$ cat config.mk
export PLATFORM = sky130hd
export DESIGN_NAME = qfp_pipeline
export DESIGN_NICKNAME = d
export VERILOG_FILES = /design/src/rtl/qfp_pipeline.v
export VERILOG_INCLUDE_DIRS = /design/src /design/src/shared
export SDC_FILE = /design/constraint.sdc
export NUM_CORES = 1
export LEC_CHECK = 0
export ABC_AREA = 1
export BUFFER_PORTS_ARGS = -buffer_cell sky130_fd_sc_hd__buf_2
export CAP_MARGIN = 0
export CORE_AREA = 2 2 73 75
export CTS_CLUSTER_SIZE = 14
export DETAILED_ROUTE_END_ITERATION = 12
export DIE_AREA = 0 0 75 77
export GPL_TIMING_DRIVEN = 0
export PLACE_DENSITY = 0.74
export SYNTH_ARGS = -nofsm -noshare
export SYNTH_HDL_FRONTEND = slang
export SYNTH_SLANG_ARGS = --single-unit
$ cat constraint.sdc
create_clock -name clock_i -period 2 [get_ports clock_i]
set_input_delay 0.3 -clock clock_i [delete_from_list [all_inputs] [get_ports clock_i]]
set_output_delay 0.3 -clock clock_i [all_outputs]
set_load 0.03 [all_outputs]
$ cat src/shared/qfp_defs.vh
// Constants for the quad-phase fetch pipeline controller.
// Assumes inclusion by the controller module only.
`ifndef QFP_DEFS_VH
`define QFP_DEFS_VH

`define QFP_PC_W 13
`define QFP_WORD_W 14
`define QFP_DADDR_W 7
`define QFP_DATA_W 8
`define QFP_RESET_VEC 13'h0000
`define QFP_INT_VEC 13'h0004
`define QFP_NOP_WORD 14'h0000
`define QFP_PHASE_W 2
`define QFP_PH_ONE 2'h0
`define QFP_PH_TWO 2'h1
`define QFP_PH_THREE 2'h2
`define QFP_PH_FOUR 2'h3
// Implemented program size in words: 1024, 2048, 4096 or 8192
`define QFP_MEM_WORDS 8192

`endif

$ cat src/rtl/qfp_pipeline.v
// Quad-phase fetch/execute pipeline sequencer for a 14-bit instruction core.
// Assumes synchronous program memory data valid by phase four, and an
// execute unit that decodes instr_hold_reg and reports branches/results.
// Function
// - Four phases from oscillator, one cycle each
// - Program counter increments at phase one
// - Capture fetched word by phase four
// - Load instruction register at phase one
// - Fetch overlaps execute, one per cycle
// - Counter-altering instructions take two cycles
// - Branch flushes fetched word, refetches target
// - Operand read phase two, write phase four
// - Thirteen-bit counter, 8K by 14 space
// - Addresses wrap within implemented space
// - Fetch starts at address zero after reset
// - Interrupt redirects fetch to address four
`timescale 1ns/1ns
`include "qfp_defs.vh"

module qfp_pipeline #(
  parameter MEM_WORDS = `QFP_MEM_WORDS
) (
  // Clock and reset; clock_i is the oscillator input
  input wire clock_i,
  input wire arst_n_i,
  // Program memory
  output reg [`QFP_PC_W-1:0] prog_addr_o,
  input wire [`QFP_WORD_W-1:0] prog_data_i,
  // Execute unit requests, sampled at phase four of the execution cycle
  input wire branch_i,
  input wire [`QFP_PC_W-1:0] branch_target_i,
  input wire int_accept_i,
  // Instruction to execute and phase strobes
  output reg [`QFP_WORD_W-1:0] instr_hold_reg_o,
  output reg instr_valid_o,
  output reg [`QFP_PC_W-1:0] prog_counter_o,
  output wire phase_one_o,
  output wire phase_two_o,
  output wire phase_three_o,
  output wire phase_four_o,
  // Data memory strobes
  output wire data_rd_o,
  output wire data_wr_o
);

  // keep the counter inside the implemented space
  localparam [`QFP_PC_W-1:0] ADDR_MASK = (MEM_WORDS >= 8192) ? 13'h1fff :
                                          (MEM_WORDS >= 4096) ? 13'h0fff :
                                          (MEM_WORDS >= 2048) ? 13'h07ff : 13'h03ff;

  // Phase sequencer states, in the order they run
  localparam [`QFP_PHASE_W-1:0] ST_ONE = `QFP_PH_ONE;
  localparam [`QFP_PHASE_W-1:0] ST_TWO = `QFP_PH_TWO;
  localparam [`QFP_PHASE_W-1:0] ST_THREE = `QFP_PH_THREE;
  localparam [`QFP_PHASE_W-1:0] ST_FOUR = `QFP_PH_FOUR;
  localparam [`QFP_PC_W-1:0] PC_STEP = 13'h0001;

  // Phase sequencer
  reg [`QFP_PHASE_W-1:0] phase_q;
  reg [`QFP_PHASE_W-1:0] phase_d;
  // Fetch stage
  reg [`QFP_PC_W-1:0] pc_d;
  reg [`QFP_WORD_W-1:0] fetch_word_q;
  reg [`QFP_WORD_W-1:0] fetch_word_d;
  reg fetch_valid_q;
  reg fetch_valid_d;
  // Set by reset until the first fetch address is issued
  reg start_q;
  reg start_d;
  // Execute stage; next values of the output registers
  reg [`QFP_WORD_W-1:0] hold_d;
  reg exec_valid_d;
  // Redirect requests and candidate addresses
  wire exec_close;
  wire take_int;
  wire take_branch;
  wire redirect;
  wire [`QFP_PC_W-1:0] redirect_addr;
  wire [`QFP_PC_W-1:0] seq_addr;
  wire [`QFP_PC_W-1:0] reset_addr;

  // Free-running sequencer: one instruction cycle is four clocks
  always @* begin
    case (phase_q)
      ST_ONE: begin
        phase_d = ST_TWO;
      end
      ST_TWO: begin
        phase_d = ST_THREE;
      end
      ST_THREE: begin
        phase_d = ST_FOUR;
      end
      default: begin
        phase_d = ST_ONE;
      end
    endcase
  end

  always @(posedge clock_i or negedge arst_n_i) begin
    if (!arst_n_i) begin
      // Start in phase four so the first edge issues the reset vector
      phase_q <= ST_FOUR;
    end else begin
      phase_q <= phase_d;
    end
  end

  // Phase decode; exactly one strobe is high in any clock
  assign phase_one_o = (phase_q == ST_ONE);
  assign phase_two_o = (phase_q == ST_TWO);
  assign phase_three_o = (phase_q == ST_THREE);
  assign phase_four_o = (phase_q == ST_FOUR);

  // A request in a bubble cycle is ignored; the execute unit must hold it
  // until a valid instruction closes its cycle. Interrupt wins over branch.
  assign exec_close = phase_four_o & instr_valid_o;
  assign take_int = exec_close & int_accept_i;
  assign take_branch = exec_close & branch_i & ~int_accept_i;
  assign redirect = take_int | take_branch;
  // Targets above the implemented space are folded by the mask below
  assign redirect_addr = take_int ? `QFP_INT_VEC : branch_target_i;
  assign seq_addr = prog_counter_o + PC_STEP;
  assign reset_addr = `QFP_RESET_VEC;

  // Next fetch address, issued as phase one begins
  always @* begin
    pc_d = prog_counter_o;
    if (phase_four_o) begin
      if (start_q) begin
        pc_d = reset_addr & ADDR_MASK;
      end else if (redirect) begin
        // Target goes out at once, so only one fetch slot is lost
        pc_d = redirect_addr & ADDR_MASK;
      end else begin
        // Steps past the top implemented word back to zero
        pc_d = seq_addr & ADDR_MASK;
      end
    end
  end

  // Program counter and memory address are twin registers
  always @(posedge clock_i or negedge arst_n_i) begin
    if (!arst_n_i) begin
      // Issued again on the first edge after release
      prog_counter_o <= `QFP_RESET_VEC;
      prog_addr_o <= `QFP_RESET_VEC;
    end else begin
      prog_counter_o <= pc_d;
      prog_addr_o <= pc_d;
    end
  end

  // Reset-vector request, cleared once the first address is issued
  always @* begin
    start_d = start_q;
    if (phase_four_o) begin
      start_d = 1'b0;
    end
  end

  always @(posedge clock_i or negedge arst_n_i) begin
    if (!arst_n_i) begin
      start_q <= 1'b1;
    end else begin
      start_q <= start_d;
    end
  end

  // Fetch capture at the edge closing phase three
  always @* begin
    fetch_word_d = fetch_word_q;
    fetch_valid_d = fetch_valid_q;
    if (phase_three_o) begin
      fetch_word_d = prog_data_i;
      // A word read before the reset vector went out is not real
      fetch_valid_d = ~start_q;
    end
    if (redirect) begin
      // The sequential word fetched beside a branch is never executed
      fetch_valid_d = 1'b0;
    end
  end

  always @(posedge clock_i or negedge arst_n_i) begin
    if (!arst_n_i) begin
      // Bubble until the first real word is captured
      fetch_word_q <= `QFP_NOP_WORD;
      fetch_valid_q <= 1'b0;
    end else begin
      fetch_word_q <= fetch_word_d;
      fetch_valid_q <= fetch_valid_d;
    end
  end

  // Execute stage: the fetched word moves in as phase one begins
  always @* begin
    hold_d = instr_hold_reg_o;
    exec_valid_d = instr_valid_o;
    if (phase_four_o) begin
      hold_d = fetch_word_q;
      // A taken branch leaves a bubble while its target is fetched
      exec_valid_d = fetch_valid_q & ~redirect;
    end
  end

  always @(posedge clock_i or negedge arst_n_i) begin
    if (!arst_n_i) begin
      // Execute bubbles until the first word arrives
      instr_hold_reg_o <= `QFP_NOP_WORD;
      instr_valid_o <= 1'b0;
    end else begin
      instr_hold_reg_o <= hold_d;
      instr_valid_o <= exec_valid_d;
    end
  end

  // Data strobes only during an execution cycle that holds a real instruction
  // Strobes are decoded, not registered, so they track the phase with no lag
  assign data_rd_o = phase_two_o & instr_valid_o;
  assign data_wr_o = phase_four_o & instr_valid_o;

endmodule // qfp_pipeline

# Yosys cells after proc, flatten, opt, wreduce, memory -nomap -nowiden
# Cells that the tools add are included.
[op_classes]
n_addsub = 1
multipliers = 0
div = 0
magnitude_cmp = 0
eq_ne = 3
shifts = 0
mux = 6
n_bitwise = 10
reduce_logical = 2
[op_table]
columns = ["operator", "n"]
rows = [
  ["two-way mux 13 bit", 3],
  ["adder 13 x 1 -> 13 bit (second input constant)", 1],
  ["AND 1 bit", 6],
  ["one-hot mux 2 bit (3 select lines)", 1],
  ["equality test 2 bit (second input constant)", 2],
  ["NOT 1 bit", 3],
  ["equality test 2 x 1 -> 1 bit (second input constant)", 1],
  ["logical NOT 2 bit", 1],
  ["two-way mux 1 bit", 2],
  ["nonzero test 2 bit", 1],
  ["bitwise OR 1 bit", 1],
]
[word_totals]
register_bits = 46
latchBits = 0
mem_bits_rw = 0
mem_bits_ro = 0
mem_count = 0

# Depth between registers and ports, before layout
[depth]
depth_word = 7
ltp_mapped = 9
ltp_nobuf = 8

# Worst setup path before layout
# OpenSTA, ideal clock, no wires.
[synth_timing]
path_type = "reg2out"
startpoint = "register phase_q[0]"
endpoint = "output port data_wr_o"
arrival_time_ns = 1.597
required_time_ns = 1.700
path_slack_ns = 0.103
path_stages_with_launch = 6
path_cell_list = "dfstp_2 -> ha_1 -> buf_6 -> clkbuf_1 -> nand2_1 -> inv_1"
[synth_via]
elab_chain_len = 2
[synth_rtl]
columns = ["item", "line", "rtl"]
rows = [
  ["start: declaration", "qfp_pipeline.v:59", "reg [`QFP_PHASE_W-1:0] phase_q;"],
  ["start signal: assignment", "qfp_pipeline.v:105", "phase_q <= phase_d;"],
  ["equality test 2 bit", "qfp_pipeline.v:113", "assign phase_four_o = (phase_q == ST_FOUR);"],
  ["named net phase_four_o", "qfp_pipeline.v:40", "output wire phase_four_o,"],
  ["AND 1 bit", "qfp_pipeline.v:221", "assign data_wr_o = phase_four_o & instr_valid_o;"],
  ["end: declaration", "qfp_pipeline.v:43", "output wire data_wr_o"],
]
# The timed path passes the listed nets, and every way through them passes these cells.

# Final worst setup path
[layout_timing]
startpoint = "register phase_q[0]"
endpoint = "output port data_wr_o"
[layout_via]
elab_chain_len = 2
[layout_rtl]
columns = ["item", "line"]
rows = [
  ["equality test 2 bit", "qfp_pipeline.v:113"],
  ["AND 1 bit", "qfp_pipeline.v:221"],
]
# No other way between the ends.

==> impl_metrics.yaml <==
run:
  maxCapViolations: 0
sta:
  finalHoldViolCount: 0
  fin_crit_sh_pct: 90.0
  rsz0062_at_grt: "false"
  setup_viol: 0
  min_period_ns: 1.80
  tns_ns: 0
  relSlewSlack_pct: 33.7
  skew_ns: 0.00950
  tightest_slew_ns: 0.994
  setup_slack_ns: 0.201
  drv_slew: 0
  timing.fmax_ghz: 0.556
floorplan:
  die_area_um2: 5780
  start_util_pct: 47.1
  rows: 26
  dieHeight_um: 77
  core_area_um2: 4980
  die_w_um: 75
  boundaryPins: 78
clock_tree:
  cts_setup_buffers: 0
  numCtsBuffers: 5
  insertion_delay_ns: 0.29
  cts-root-buf: "clkbuf_8"
  cts_tree: "done"
  cts_resized: 0
  path_clk_slew_ns: 0.09
  numClockSinks: 46
  htree_levels: 2
  cts_hold_buf: 0
  clock_path_buffers: 2
final_layout:
  fin_util_pct: 58.3
  synthToLayoutAreaGrowth_pct: 23.8
  diodes: 0
  drive_gt1_share_pct: 29.9
  final_nets: 423
global_routing:
  grt_pass1_wl_um: 8250
  grt-ovfl-total: 0
  gr-usage-all-layers_pct: 18.1
  grt_pass1_vias: 1900
  antenna_found_initial: 0
  grt_max_degree: 47
synthesis:
  synth_most_common_cell: "nand2_1"
  synth_top_area_cell: "dfrtp_1"
  netlist_area_um2: 2340
  synth_flop_cell: "dfrtp_1"
  avgSynthCellArea_um2: 7.71
  synth_nets: 340
  ys_seq_area_share_pct: 49.3
  syn_inst: 304
  synth_area_leaders: "dfrtp_1 46%, nand2_1 21%, nor2_1 5.3%"
  synth-seq-cells: 46
  synth_top_area_share_pct: 45.9
  synth_warnings: 0
  synthArstFlopShare_pct: 100
  synth_edf_count: 0
  ys_types: 27
  synth.top_cells.by_count: "128 x nand2_1, 43 x dfrtp_1, 33 x nor2_1"
routing:
  post_drt_wl_per_cell_um: 10.6
  firstDrtPassIters: 5
  drt_iter0_drc: 73
  drc: 0
  route.vias.total: 2057
  wirelength_um: 4880
  drtAntennaViolNets: 0
  drt-vias-per-instance: 4.49
min_path:
  hold_class: "in2async"
power_and_ir_drop:
  vdd_drop_max_mv: 0.476
  p_leak_uw: 0.00160
  p_per_area_nw_per_um2: 891
setup_path:
  crit_type: "reg2out"
  start_kind: "flop"
  end_kind: "output pin"
  crit_fanout: 15
  crit_required_ns: 1.70
  rr_worst_depth: 8
  arrival_ns: 1.50
place:
  dp.final_hpwl_um: 3590
  port_buffers: 77
  gp_congestion: 0.801
  pre_cts_ws_ns: 0.151
run_status:
  status: "completed"
==> where the power goes <==
part,total (uW),switching (uW),leakage (uW),internal (uW)
sequential,1160,127,0.000534,1030
combinational,869,563,0.00103,306
clock,559,312,0.0000374,247
total,2580,1000,0.00160,1580
==> metrics by stage <==
step	power, uW	instances	area, um2	hold WS [ns]
after floorplan	1790	304	2340	0.00441
after global placement	2030	451	2820	0.454
after detailed placement	2050	451	2820	0.454
after CTS	2610	458	2900	0.191
after global routing	2750	458	2900	0.199
final	2580	458	2900	0.163
==> worst paths after layout <==
kind / slack [ns] / start / to
max: 0.20 / phase_q[0] / data_wr_o
min: 0.16 / arst_n_i / prog_counter_o[0]
max reg2reg: 0.32 / phase_q[0] / prog_counter_o[7]
min reg2reg: 0.47 / instr_hold_reg_o[4] / instr_hold_reg_o[4]
max in group asynchronous: 1.21 / arst_n_i / prog_counter_o[12]
min in group clock_i: 0.20 / prog_data_i[10] / fetch_word_q[10]
==> registers in the layout, indices dropped and copies added, names as in the netlist <==
signal	count
start_q	1
instr_valid_o	1
prog_counter_o	13
fetch_word_q	14
fetch_valid_q	1
instr_hold_reg_o	14
phase_q	2
==> layer usage <==
metal	GRT usage (%)	share of wire, %	vias up
met4	4.46	0.55	0
li1	-	-	1090
met3	3.29	5.0	5
met5	0	0	-
met2	31.3	51	51
met1	22.9	44	911
==> cells in the final DEF, fill, tap and decap left out, types with 2 or more instances in the layout <==
cell	n
nand4_1	3
nand2_1	128
clkbuf_8	5
dfstp_2	3
nand3_1	14
o21ai_1	5
nor2_2	3
buf_6	2
nand2_2	2
buf_2	80
clkinvlp_4	2
inv_1	19
ha_1	5
buf_4	13
nor2_1	33
o21ai_0	9
clkbuf_1	5
nand3_2	2
dfrtp_1	43
a21oi_1	2
nand3b_1	2
==> layout make-up <==
class,count,area (um2)
multi-input cells,214,953
fillers,486,2080
clock buffers,6,72.6
clock inverters,2,15.0
repair buffers,77,385
well taps,70,87.6
plain buffers,22,150
inverters,21,81.3
flip-flops and latches,46,1150
==> cells by family (layout without fill, tap and decap cells) <==
| group | Yosys count | after routing | synth area share [%] |
|---|---|---|---|
| AOI/OAI and AO/OA | 19 | 19 | 4.54 |
| xor gates and xnor gates | 1 | 1 | 0.374 |
| adders and majority gates | 5 | 5 | 2.67 |
| buffers and inverters | 44 | 128 | 10.0 |
| DFF | 46 | 46 | 49.3 |
| and+or+nand+nor | 189 | 189 | 33.1 |
==> worst max-delay path, cell delays in order (launching register included) <==
cell     delay (ns)
dfstp_2        0.55
ha_1           0.18
buf_6          0.18
nand2_1        0.06
inv_1          0.05
buf_2          0.18
Note: power is estimated with default switching activity, not from simulation.
